**config.mk**
```make
export PLATFORM = sky130hd
export DESIGN_NAME = fetch_sequencer_flat
export DESIGN_NICKNAME = d
export VERILOG_FILES = /design/src/rtl/trace_pkg.sv /design/src/rtl/trace_link_if.sv /design/src/rtl/fetch_sequencer.sv /design/src/flat_wrapper.sv
export SDC_FILE = /design/constraint.sdc
export NUM_CORES = 1
export LEC_CHECK = 0
export BUFFER_PORTS_ARGS = -buffer_cell sky130_fd_sc_hd__buf_4
export CORE_ASPECT_RATIO = 1.5
export CORE_UTILIZATION = 56
export DETAILED_ROUTE_END_ITERATION = 6
export HOLD_SLACK_MARGIN = 0.15
export PLACE_DENSITY_LB_ADDON = 0.15
export SLEW_MARGIN = 30
export SYNTH_ARGS = -nofsm -noshare
export SYNTH_HDL_FRONTEND = slang
export SYNTH_SLANG_ARGS = --single-unit
```
**constraint.sdc**
```tcl
create_clock -name aclk -period 3.1 [get_ports aclk]
set_clock_uncertainty 0.15 [all_clocks]
set_input_delay 0.31 -clock aclk [delete_from_list [all_inputs] [get_ports aclk]]
set_output_delay 0.31 -clock aclk [all_outputs]
set_load 0.01 [all_outputs]
```
**src/rtl/trace_pkg.sv**
```systemverilog
// Shared constants for the repeat counter and flow change unit
// Function
// - subroutine_enter jumps, pushes pointer, raises index
// - One delay slot, then next higher pointer
// - Program loads branch target before subroutine_enter
// - No flow change inside a delay slot
// - Flow changes and targets on even addresses
// - branch_op fetches target, rewrites current pointer
// - conditional_branch branches only if wrap flag set
// - Flag select field bits 39..37, values 0-7
// - Eight 32-bit counters, each with wrap flag
// - Seed memory 32 bits wide, 32 deep
// - Overflow on increment sets the wrap flag
// - Seed equals maximum minus repetitions plus one
// - Seeds written in slow mode beforehand
// - Counter field: opcode, seed address, counter number
// - counter_idle_op does nothing
// - counter_fetch_op loads counter from seed memory
// - count_step adds one to selected counter
// - counter_save_op: address before, counter after
// - Two back-to-back saves overlap in five
// - Index 0 is branch target, 1-7 pointers
// - Opcode 000 no change; 010 returns downward
package trace_pkg;
  localparam int INSTR_W = 64;
  localparam int ADDR_W = 32;
  localparam int CNT_W = 32;
  localparam int NUM_CNT = 8;
  localparam int SEED_DEPTH = 32;
  localparam int SEED_AW = 5;
  localparam int NUM_PTR = 8;
  localparam int IDX_W = 3;
  localparam int FLOW_HI = 50;
  localparam int FLOW_LO = 48;
  localparam int FSEL_HI = 39;
  localparam int FSEL_LO = 37;
  localparam int COP_HI = 36;
  localparam int COP_LO = 34;
  localparam int SADDR_HI = 33;
  localparam int SADDR_LO = 29;
  localparam int CNUM_HI = 28;
  localparam int CNUM_LO = 26;
  localparam logic [2:0] FLOW_NOP = 3'h0;
  localparam logic [2:0] FLOW_RET = 3'h2;
  localparam logic [2:0] FLOW_CALL = 3'h3;
  localparam logic [2:0] FLOW_COND = 3'h4;
  localparam logic [2:0] FLOW_JUMP = 3'h5;
  localparam logic [2:0] CNT_IDLE = 3'h0;
  localparam logic [2:0] CNT_FETCH = 3'h2;
  localparam logic [2:0] CNT_STEP = 3'h3;
  localparam logic [2:0] CNT_SAVE = 3'h5;
  localparam logic [IDX_W-1:0] BT_IDX = 3'h0;
  localparam logic [IDX_W-1:0] FIRST_IDX = 3'h1;
  localparam logic [IDX_W-1:0] IDX_ONE = 3'h1;
  localparam logic [ADDR_W-1:0] ADDR_ONE = 32'h1;
  localparam logic [ADDR_W-1:0] ADDR_RST = 32'h0;
  localparam logic [CNT_W-1:0] CNT_RST = 32'h0;
  localparam logic [CNT_W-1:0] CNT_ONE = 32'h1;
  localparam logic [CNT_W-1:0] CNT_MAX = 32'hffffffff;
  localparam logic [SEED_AW-1:0] SADDR_RST = 5'h0;
  // Register map of the sequencer slave
  localparam logic [7:0] REG_INSTR_LO = 8'h00;
  localparam logic [7:0] REG_INSTR_HI = 8'h04;
  localparam logic [7:0] REG_ISSUE = 8'h08;
  localparam logic [7:0] REG_TARGET = 8'h0c;
  localparam logic [7:0] REG_SEED_ADDR = 8'h10;
  localparam logic [7:0] REG_SEED_DATA = 8'h14;
  localparam logic [7:0] REG_FETCH = 8'h18;
  localparam logic [7:0] REG_STATUS = 8'h1c;
  localparam int STAT_FLAGS_LO = 0;
  localparam int STAT_IDX_LO = 8;
  localparam int STAT_SLOT = 11;
  localparam logic [1:0] RESP_OKAY = 2'h0;
  localparam logic [1:0] RESP_SLVERR = 2'h2;
  localparam logic [31:0] WORD_ZERO = 32'h0;
endpackage

```
**src/rtl/trace_link_if.sv**
```systemverilog
// Link between the fetch sequencer and the counter/flow unit
`timescale 1ns/100ps
`default_nettype none
interface trace_link_if;
  logic instr_valid;
  logic [63:0] instr;
  logic target_we;
  logic [31:0] target_data;
  logic seed_we;
  logic [4:0] seed_addr;
  logic [31:0] seed_data;
  logic fetch_valid;
  logic [31:0] fetch_addr;
  logic [2:0] ptr_index;
  logic [7:0] wrap_flags;
  modport device (
    input instr_valid, instr, target_we, target_data,
    input seed_we, seed_addr, seed_data,
    output fetch_valid, fetch_addr, ptr_index, wrap_flags
  );
  modport sequencer (
    output instr_valid, instr, target_we, target_data,
    output seed_we, seed_addr, seed_data,
    input fetch_valid, fetch_addr, ptr_index, wrap_flags
  );
endinterface
`default_nettype wire

```
**src/rtl/fetch_sequencer.sv**
```systemverilog
// Fetch sequencer end: AXI4-Lite orders in, instructions out
//
// Design decisions made here: the placing of the registers and the AXI4-Lite register port.
`timescale 1ns/100ps
`default_nettype none
module fetch_sequencer (
  input wire logic aclk,
  input wire logic aresetn,
  input wire logic ce,
  input wire logic [7:0] s_axi_awaddr,
  input wire logic s_axi_awvalid,
  output logic s_axi_awready,
  input wire logic [31:0] s_axi_wdata,
  input wire logic [3:0] s_axi_wstrb,
  input wire logic s_axi_wvalid,
  output logic s_axi_wready,
  output logic [1:0] s_axi_bresp,
  output logic s_axi_bvalid,
  input wire logic s_axi_bready,
  input wire logic [7:0] s_axi_araddr,
  input wire logic s_axi_arvalid,
  output logic s_axi_arready,
  output logic [31:0] s_axi_rdata,
  output logic [1:0] s_axi_rresp,
  output logic s_axi_rvalid,
  input wire logic s_axi_rready,
  trace_link_if.sequencer link
);

  logic aw_full_q, w_full_q, bvalid_q, rvalid_q;
  logic [1:0] bresp_q, rresp_q;
  logic [7:0] waddr_q;
  logic [31:0] wdata_q, rdata_q, fetch_q;
  logic [63:0] instr_q;
  logic issue_q, target_we_q, seed_we_q, slot_q;
  logic [31:0] target_q, seed_data_q;
  logic [4:0] seed_addr_q;
  logic do_write, refuse;
  logic [3:0] wstrb_q;

  assign do_write = aw_full_q && w_full_q && !bvalid_q;
  // Flow change in a delay slot, or an odd target, is refused
  assign refuse = ((waddr_q == trace_pkg::REG_ISSUE) && slot_q &&
                   (instr_q[trace_pkg::FLOW_HI:trace_pkg::FLOW_LO] !=
                    trace_pkg::FLOW_NOP)) ||
                  ((waddr_q == trace_pkg::REG_TARGET) && wdata_q[0]);

  function automatic logic mapped(input logic [7:0] a);
    mapped = (a <= trace_pkg::REG_STATUS) && (a[1:0] == 2'h0);
  endfunction

  ////////////////////////////////////////////////////////////////////////////
  // Write channels

  always_ff @(posedge aclk) begin
    if (!aresetn) begin
      aw_full_q <= 1'b0;
      w_full_q <= 1'b0;
      waddr_q <= 8'h00;
      wdata_q <= trace_pkg::WORD_ZERO;
      wstrb_q <= 4'h0;
      bvalid_q <= 1'b0;
      bresp_q <= trace_pkg::RESP_OKAY;
    end else if (ce) begin
      if (s_axi_awvalid && !aw_full_q) begin
        aw_full_q <= 1'b1;
        waddr_q <= s_axi_awaddr;
      end
      if (s_axi_wvalid && !w_full_q) begin
        w_full_q <= 1'b1;
        wdata_q <= s_axi_wdata;
        // Strobes travel with their data word
        wstrb_q <= s_axi_wstrb;
      end
      if (do_write) begin
        aw_full_q <= 1'b0;
        w_full_q <= 1'b0;
        bvalid_q <= 1'b1;
        bresp_q <= (!mapped(waddr_q) || refuse) ?
                   trace_pkg::RESP_SLVERR : trace_pkg::RESP_OKAY;
      end else if (bvalid_q && s_axi_bready) begin
        bvalid_q <= 1'b0;
      end
    end
  end

  ////////////////////////////////////////////////////////////////////////////
  // Registers and link strobes

  always_ff @(posedge aclk) begin
    if (!aresetn) begin
      instr_q <= 64'h0;
      issue_q <= 1'b0;
      target_we_q <= 1'b0;
      target_q <= trace_pkg::WORD_ZERO;
      seed_we_q <= 1'b0;
      seed_addr_q <= trace_pkg::SADDR_RST;
      seed_data_q <= trace_pkg::WORD_ZERO;
    end else if (ce) begin
      issue_q <= do_write && !refuse && (waddr_q == trace_pkg::REG_ISSUE);
      target_we_q <= do_write && !refuse &&
                     (waddr_q == trace_pkg::REG_TARGET);
      seed_we_q <= do_write && (wstrb_q == 4'hf) &&
                   (waddr_q == trace_pkg::REG_SEED_DATA);
      // A refused write leaves every register as it was
      if (do_write && !refuse && wstrb_q == 4'hf) begin
        unique case (waddr_q)
          trace_pkg::REG_INSTR_LO: instr_q[31:0] <= wdata_q;
          trace_pkg::REG_INSTR_HI: instr_q[63:32] <= wdata_q;
          trace_pkg::REG_TARGET: target_q <= wdata_q;
          trace_pkg::REG_SEED_ADDR: seed_addr_q <= wdata_q[4:0];
          trace_pkg::REG_SEED_DATA: seed_data_q <= wdata_q;
          default: begin
          end
        endcase
      end
    end
  end

  always_ff @(posedge aclk) begin
    if (!aresetn) begin
      slot_q <= 1'b0;
      fetch_q <= trace_pkg::ADDR_RST;
    end else if (ce) begin
      if (issue_q) begin
        slot_q <= (instr_q[trace_pkg::FLOW_HI:trace_pkg::FLOW_LO] !=
                   trace_pkg::FLOW_NOP);
      end
      if (link.fetch_valid) begin
        fetch_q <= link.fetch_addr;
      end
    end
  end

  ////////////////////////////////////////////////////////////////////////////
  // Read channel

  always_ff @(posedge aclk) begin
    if (!aresetn) begin
      rvalid_q <= 1'b0;
      rdata_q <= trace_pkg::WORD_ZERO;
      rresp_q <= trace_pkg::RESP_OKAY;
    end else if (ce) begin
      if (s_axi_arvalid && !rvalid_q) begin
        rvalid_q <= 1'b1;
        rresp_q <= mapped(s_axi_araddr) ?
                   trace_pkg::RESP_OKAY : trace_pkg::RESP_SLVERR;
        rdata_q <= trace_pkg::WORD_ZERO;
        unique case (s_axi_araddr)
          trace_pkg::REG_INSTR_LO: rdata_q <= instr_q[31:0];
          trace_pkg::REG_INSTR_HI: rdata_q <= instr_q[63:32];
          trace_pkg::REG_TARGET: rdata_q <= target_q;
          trace_pkg::REG_SEED_ADDR: rdata_q <= {27'h0, seed_addr_q};
          trace_pkg::REG_SEED_DATA: rdata_q <= seed_data_q;
          trace_pkg::REG_FETCH: rdata_q <= fetch_q;
          trace_pkg::REG_STATUS: begin
            rdata_q[trace_pkg::STAT_FLAGS_LO +: 8] <= link.wrap_flags;
            rdata_q[trace_pkg::STAT_IDX_LO +: 3] <= link.ptr_index;
            rdata_q[trace_pkg::STAT_SLOT] <= slot_q;
          end
          default: begin
          end
        endcase
      end else if (rvalid_q && s_axi_rready) begin
        rvalid_q <= 1'b0;
      end
    end
  end

  assign s_axi_awready = !aw_full_q;
  assign s_axi_wready = !w_full_q;
  assign s_axi_bvalid = bvalid_q;
  assign s_axi_bresp = bresp_q;
  assign s_axi_arready = !rvalid_q;
  assign s_axi_rvalid = rvalid_q;
  assign s_axi_rdata = rdata_q;
  assign s_axi_rresp = rresp_q;
  assign link.instr_valid = issue_q;
  assign link.instr = instr_q;
  assign link.target_we = target_we_q;
  assign link.target_data = target_q;
  assign link.seed_we = seed_we_q;
  assign link.seed_addr = seed_addr_q;
  assign link.seed_data = seed_data_q;

endmodule // fetch_sequencer
`default_nettype wire

```
**src/flat_wrapper.sv**
```systemverilog
// flat-port wrapper written by rule: the top's interface ports become plain ports
module fetch_sequencer_flat 
  (aclk, aresetn, ce, s_axi_awaddr, s_axi_awvalid, s_axi_awready, s_axi_wdata, s_axi_wstrb, s_axi_wvalid, s_axi_wready, s_axi_bresp, s_axi_bvalid, s_axi_bready, s_axi_araddr, s_axi_arvalid, s_axi_arready, s_axi_rdata, s_axi_rresp, s_axi_rvalid, s_axi_rready, link_instr_valid, link_instr, link_target_we, link_target_data, link_seed_we, link_seed_addr, link_seed_data, link_fetch_valid, link_fetch_addr, link_ptr_index, link_wrap_flags);
  trace_link_if link_i ();
  input wire logic aclk;
  input wire logic aresetn;
  input wire logic ce;
  input wire logic [7:0] s_axi_awaddr;
  input wire logic s_axi_awvalid;
  output logic s_axi_awready;
  input wire logic [31:0] s_axi_wdata;
  input wire logic [3:0] s_axi_wstrb;
  input wire logic s_axi_wvalid;
  output logic s_axi_wready;
  output logic [1:0] s_axi_bresp;
  output logic s_axi_bvalid;
  input wire logic s_axi_bready;
  input wire logic [7:0] s_axi_araddr;
  input wire logic s_axi_arvalid;
  output logic s_axi_arready;
  output logic [31:0] s_axi_rdata;
  output logic [1:0] s_axi_rresp;
  output logic s_axi_rvalid;
  input wire logic s_axi_rready;
  output wire logic [$bits(link_i.instr_valid)-1:0] link_instr_valid;
  output wire logic [$bits(link_i.instr)-1:0] link_instr;
  output wire logic [$bits(link_i.target_we)-1:0] link_target_we;
  output wire logic [$bits(link_i.target_data)-1:0] link_target_data;
  output wire logic [$bits(link_i.seed_we)-1:0] link_seed_we;
  output wire logic [$bits(link_i.seed_addr)-1:0] link_seed_addr;
  output wire logic [$bits(link_i.seed_data)-1:0] link_seed_data;
  input wire logic [$bits(link_i.fetch_valid)-1:0] link_fetch_valid;
  input wire logic [$bits(link_i.fetch_addr)-1:0] link_fetch_addr;
  input wire logic [$bits(link_i.ptr_index)-1:0] link_ptr_index;
  input wire logic [$bits(link_i.wrap_flags)-1:0] link_wrap_flags;
  assign link_instr_valid = link_i.instr_valid;
  assign link_instr = link_i.instr;
  assign link_target_we = link_i.target_we;
  assign link_target_data = link_i.target_data;
  assign link_seed_we = link_i.seed_we;
  assign link_seed_addr = link_i.seed_addr;
  assign link_seed_data = link_i.seed_data;
  assign link_i.fetch_valid = link_fetch_valid;
  assign link_i.fetch_addr = link_fetch_addr;
  assign link_i.ptr_index = link_ptr_index;
  assign link_i.wrap_flags = link_wrap_flags;
  fetch_sequencer u_core (.aclk(aclk), .aresetn(aresetn), .ce(ce), .s_axi_awaddr(s_axi_awaddr), .s_axi_awvalid(s_axi_awvalid), .s_axi_awready(s_axi_awready), .s_axi_wdata(s_axi_wdata), .s_axi_wstrb(s_axi_wstrb), .s_axi_wvalid(s_axi_wvalid), .s_axi_wready(s_axi_wready), .s_axi_bresp(s_axi_bresp), .s_axi_bvalid(s_axi_bvalid), .s_axi_bready(s_axi_bready), .s_axi_araddr(s_axi_araddr), .s_axi_arvalid(s_axi_arvalid), .s_axi_arready(s_axi_arready), .s_axi_rdata(s_axi_rdata), .s_axi_rresp(s_axi_rresp), .s_axi_rvalid(s_axi_rvalid), .s_axi_rready(s_axi_rready), .link(link_i));
endmodule
```
==> summary.txt, run 1 <==
post-synth top area cell -> dfxtp_1
RePlAce Congestion -> 0.8603
Worst-path clk slew -> 60 ps
most frequent cell after synthesis -> nand2_1
layout cell share with drive strength beyond 1 -> 0.2594
static leakage -> 5.477 nW
initial DRC count -> 729
die area -> 0.01839 mm^2
max incr delay on CP -> 570 ps
EDFF count, synth -> 0
post-synth top area share -> 0.5029
Slew HR -> 0.3358
Synth cell types -> 45
Initial Util -> 0.5735
core footprint -> 0.01742 mm^2
Die Y-Extent -> 165.6 um
Async SR Flop Fraction -> 0
Area Overhead vs Synth -> 37.42%
fill count -> 1,199
critical-path cell list -> nand4_1 -> nor4_2 -> and3_2 -> buf_4 -> nand2_1 -> a21oi_1
Root Buffer -> clkbuf_16
min Tclk post-route -> 2435 ps
clock sinks -> 251
Die X -> 111.1 um
CP required -> 3370 ps
GRT Overall Usage -> 0.3513
vias in the first global route -> 9,946
top_reg_cell synth -> dfxtp_1
number of remaining DRC errors -> 34
Worst path slowest cell -> and3_2
Setup CP Type -> register to register
Max VDD drop -> 0.4064 mV
FF+latch count, synth -> 251
NumNets Final -> 1,601
Worst-Margin Slew -> 995.2 ps
Top-Level Pins -> 281
commonest cells in the netlist -> 313 x nand2_1, 251 x dfxtp_1, 168 x a21oi_1
arrival time worst endpoint -> 2710 ps
clock buffer depth -> 3
Ys Warns -> 0
initial antenna violation count -> 0
pwr/cell area -> 484.5 mW/mm^2
failing checks -> DRC
Seq/Total Area, Yosys -> 0.5029
Finished Layout Cells -> 1,724
drt pass-1 iters -> 7
fin area -> 0.01373 mm^2
CTS buffer count -> 23
Synth Cell Area -> 0.009991 mm^2
DP Cell Count -> 1,597
Setup Fix Bufs, Post-CTS -> 0
largest net degree at the start of global routing -> 148
Synth area leaders -> dfxtp_1 50%, nand2_1 12%, a21oi_1 8.4%
std cell rows -> 59
Clk Latency, worst-skew pair -> 510 ps
setup TNS -> 0 ps
cell count after synthesis -> 1,188
startpoint types -> register
Final Setup Violations -> 0
CTS HTree Levels -> 1
final WL -> 33,560 um
RSZ-0062 raised after global routing -> no
CP max FO -> 17
Routed Antenna Nets -> 0
DP Area -> 0.01212 mm^2
CTS tree -> yes
Avg Inst Size Synth -> 8.410 um^2
I/O Buffers -> 278
final hold vios -> 0
Overflow after GRT -> 0
Post-DP HPWL -> 21,210 um
first-pass GRT wire length -> 50,990 um
status -> finished, violations left
Slew Viols, Final -> 0
cts hold-fix bufs -> 88
ANT cells -> 0
fin crit share -> 0.7856
via count -> 10,230
Max Cap Violations -> 0
max frequency -> 410.6 MHz
Post-CTS Resized -> 0
routed len/inst -> 19.46 um
Tightest Hold Check Type -> input port to register
DR vias/cell -> 5.936
Crit. End Element -> register
[worst max-delay path, delay by kind of cell (launching register included)]
| family | cells | cell delay, ps |
|---|---|---|
| flip-flops | 1 | 360 |
| AND/OR/NAND/NOR | 4 | 1330 |
| AO/OA/AOI/OAI | 1 | 160 |
| buffers and inverters | 1 | 330 |
[path summary, 6_finish.rpt]
path | from | end | slack, ps | depth (start not counted)
max | u_core.wstrb_q[2] | u_core.link.instr[59] | 660 | 6
min | link_wrap_flags[2] | u_core.s_axi_rdata[2] | 160 | 4
max reg2reg | u_core.wstrb_q[2] | u_core.link.instr[59] | 660 | 6
min reg2reg | u_core.s_axi_rdata[3] | u_core.s_axi_rdata[3] | 300 | 2
[cell usage in the layout, fill, tap and decap left out, types with 2 or more instances in the layout]
cell type,instances
dfxtp_1,251
clkbuf_1,3
nand2b_1,5
clkbuf_16,23
clkinv_2,5
or3_1,3
dlygate4sd3_1,88
inv_1,5
conb_1,2
o21ai_1,64
nand4_1,2
mux2_2,34
a221oi_1,24
nor2_1,23
a31oi_1,2
mux4_2,5
nor3_2,2
nand3_1,67
clkbuf_8,6
nand3_2,4
nor2_4,3
a32oi_1,4
o21ai_0,10
a21oi_1,168
a22o_1,26
mux2i_1,15
a222oi_1,3
nand2_1,313
a22oi_1,27
buf_4,295
nor2b_2,2
and3_1,3
nor3_1,3
buf_12,2
[kinds of logic after synthesis]
| kind of cell | count (synthesis) | synth area share |
|---|---|---|
| AO/OA/AOI/OAI | 333 | 0.1974 |
| flip-flops | 251 | 0.5029 |
| buffers and inverters | 108 | 0.04784 |
| AND/OR/NAND/NOR | 441 | 0.1869 |
| multiplexers | 54 | 0.06462 |
| other | 1 | 0.0003753 |
[sequential cells by signal, indices dropped and copies added, names as in the netlist, 4 cells and up]
| register | count |
|---|---|
| u_core.fetch_q | 32 |
| u_core.link.instr | 64 |
| u_core.link.seed_addr | 5 |
| u_core.link.seed_data | 32 |
| u_core.link.target_data | 32 |
| u_core.s_axi_rdata | 32 |
| u_core.waddr_q | 8 |
| u_core.wdata_q | 32 |
| u_core.wstrb_q | 4 |
[where the power goes]
group          internal (mW)  total [mW]  switching (mW)
sequential              3.27        3.32          0.0444
clock                   1.58        2.78            1.20
combinational          0.253       0.551           0.298
total                   5.11        6.65            1.54
[final cells by class]
| class | count | area, um^2 | share of cell area |
|---|---|---|---|
| sequential | 251 | 5025 | 0.3660 |
| multi-input combinational | 830 | 4546 | 0.3311 |
| timing repair buffer | 385 | 3136 | 0.2284 |
| clock buffer | 32 | 669.4 | 0.04876 |
| tap | 213 | 266.5 | 0.01941 |
| clock inverter | 7 | 62.56 | 0.004557 |
| inverter | 6 | 25.02 | 0.001823 |
[through the flow]
| step | hold slack (ps) | util | power [mW] | setup slack (ps) |
|---|---|---|---|---|
| floorplan | 283.1 | - | 3.625 | 1173 |
| global placement | 286.5 | 0.6955 | 3.826 | 770.4 |
| detailed placement | 293.0 | 0.6955 | 3.834 | 693.6 |
| finish | 157.7 | 0.7881 | 6.652 | 664.7 |
| CTS | 155.6 | 0.7881 | 6.639 | 683.8 |
| global route | 177.1 | 0.7881 | 6.827 | 488.6 |
[metal layers]
layer,GRT usage,vias up,part of all wire
met5,0,-,0
li1,-,4761,-
met1,0.3820,4815,0.36
met4,0.2052,0,0.054
met2,0.6418,520,0.51
met3,0.06569,138,0.080
(Power assumes the default switching activity.)
==> run 2, diff against run 1 <==
- CORE_UTILIZATION: 56 -> 47
- clock period: 3.1 -> 2.2 ns (I/O delays scaled with it)
==> run 2 against run 1 <==
The flow now finishes without violations. Via count shrank 1.9%. Cell area is 4.7% higher. Worst hold slack improved by 18 ps. Critical endpoint is now u_core.fetch_q[29].
==> summary.txt, run 2 (synthesis results as in run 1) <==
most frequent cells in the layout -> 312 x nand2_1, 299 x buf_4, 251 x dfxtp_1
Switching Power -> 2.223 mW (+44%)
arrival time worst endpoint -> 2320 ps (-390 ps)
initial antenna violation count -> 0 (unchanged)
combinational power share -> 0.083 (about the same)
Overflow after GRT -> 0 (unchanged)
Max VDD drop -> 0.4987 mV (+23%)
RSZ-0062 raised after global routing -> no
setup TNS -> 0 ps (unchanged)
Die X -> 121.0 um (+9.0%)
Root Buffer -> clkbuf_16
CTS buffer count -> 24 (+4.3%)
Initial Util -> 0.4780 (-0.09547)
hold_sp -> s_axi_arvalid
CP required -> 2450 ps (-920 ps)
NumNets Final -> 1,635 (+2.1%)
first-pass GRT wire length -> 52,480 um (+2.9%)
vias in the first global route -> 9,857 (-0.89%)
GRT Overall Usage -> 0.3065 (-0.04482)
Clk Latency, worst-skew pair -> 520 ps (about the same)
layout cell share with drive strength beyond 1 -> 0.2658 (+0.006417)
CTS HTree Levels -> 1 (unchanged)
clock sinks -> 251 (unchanged)
status -> complete, no violations
Seq pwr share -> 0.469 (-0.030)
CP Launch Point -> aresetn
min Tclk post-route -> 2069 ps
max reg flops -> 64 (unchanged)
Post-DP HPWL -> 22,340 um (+5.3%)
Area Overhead vs Synth -> 43.91%
largest net degree at the start of global routing -> 148 (unchanged)
core footprint -> 0.02090 mm^2 (+20%)
internal power -> 7.748 mW (+52%)
DR vias/cell -> 5.529 (-6.9%)
Final Setup Violations -> 0 (unchanged)
std cell rows -> 65 (+10%)
startpoint types -> input port
Worst-Margin Slew -> 864.0 ps (-131.2 ps)
Hold Path Sink -> u_core.s_axi_rresp[1]
die area -> 0.02186 mm^2 (+19%)
Slew Viols, Final -> 0 (unchanged)
drt pass-1 iters -> 5 (-2)
Routed Antenna Nets -> 0 (unchanged)
I/O Buffers -> 278 (unchanged)
r2r worst-path depth -> 6 (unchanged)
number of remaining DRC errors -> 0 (-100%)
Crit. End Element -> register
initial DRC count -> 649 (-11%)
Tightest Hold Check Type -> input port to register
worst r2r src -> u_core.wstrb_q[1]
setup ws final -> 130.7 ps (-534.0 ps)
clock buffer depth -> 3 (unchanged)
pwr/cell area -> 693.5 mW/mm^2 (+43%)
routed len/inst -> 18.95 um (-2.7%)
Worst R2R End -> u_core.link.instr[38]
Max Cap Violations -> 0 (unchanged)
fin area -> 0.01438 mm^2 (+4.7%)
Top-Level Pins -> 281 (unchanged)
Setup CP Type -> input port to register
static leakage -> 5.765 nW (+5.3%)
Worst R2R Setup Slack -> 130 ps (-530 ps)
Slew HR -> 0.4226 (+0.08685)
max frequency -> 483.3 MHz
DP Area -> 0.01240 mm^2 (+2.4%)
Die Y-Extent -> 180.6 um (+9.0%)
RePlAce Congestion -> 0.8296 (-3.6%)
final WL -> 34,390 um (+2.5%)
switching part of the total -> 0.2229 (-0.008786)
via count -> 10,040 (-1.9%)
clock network power share -> 0.448 (+0.030)
fin crit share -> 0.9406
Worst-path clk slew -> 60 ps (about the same)
CP max FO -> 147 (+130)
dpl ws -> 189.4 ps (-504.2 ps)
CTS tree -> yes
final hold vios -> 0 (unchanged)
most common cell after layout, fill and taps aside -> nand2_1
WHS Path Cells -> 3 (-1)
==> run 2: cell type report <==
class | instances | area [um^2]
Sequential cell | 251 | 5025
Clock buffer | 34 | 719.4
Antenna cell | 1 | 2.502
Multi-Input combinational cell | 830 | 4558
Tap cell | 268 | 335.3
Fill cell | 1700 | 6524
Clock inverter | 7 | 138.9
Inverter | 6 | 25.02
Timing Repair Buffer | 418 | 3573
==> run 2: worst max path at each step <==
stage,cells after the start,to,slack [ps]
2_1_floorplan,6,u_core.s_axi_rdata[11],360
3_5_place_dp,6,u_core.link.seed_data[16],190
3_3_place_gp,7,u_core.s_axi_rdata[12],240
6_report,6,u_core.fetch_q[29],130
5_1_grt,6,u_core.link.instr[35],40
4_1_cts,9,u_core.s_axi_rdata[9],7
==> run 2: metal layers <==
metal / track usage / up-vias / share of wire
met5: 0 / - / 0
met1: 0.3448 / 4655 / 0.38
li1: - / 4834 / -
met4: 0.1536 / 0 / 0.047
met3: 0.04620 / 101 / 0.066
met2: 0.5520 / 445 / 0.51
==> run 2: critical path, cell delays in order <==
cell and delay, ps:
dlygate4sd3_1 580, buf_4 170, inv_4 70, buf_12 460, a21oi_1 90, dlygate4sd3_1 590
==> run 2: power groups by stage <==
stage / Clock, mW / Sequential, mW / Combinational (mW)
6_report: 4.47 / 4.67 / 0.828
5_1_grt: 4.70 / 4.68 / 0.886
4_1_cts: 4.52 / 4.67 / 0.811
3_5_place_dp: 0 / 4.77 / 0.660
3_3_place_gp: 0 / 4.77 / 0.652
2_1_floorplan: 0 / 4.76 / 0.349
==> run 2: metrics by stage <==
step | utilization | hold WS [ps] | std cells | power, mW
6_report | 0.6879 | 176.1 | 1815 | 9.971
5_1_grt | 0.6878 | 177.8 | 1814 | 10.26
4_1_cts | 0.6852 | 157.7 | 1812 | 10.01
3_5_place_dp | 0.5934 | 295.3 | 1665 | 5.433
3_3_place_gp | 0.5934 | 285.8 | 1665 | 5.423
2_1_floorplan | - | 206.0 | 1189 | 5.108
==> run 2: what timing repair did <==
action                                  4_1_cts  5_1_grt
hold buffers                                106        0
hold endpoints to repair                     97        0
endpoints found under the setup margin        0        2
setup buffers                                 0        1
resized for setup                             0        5
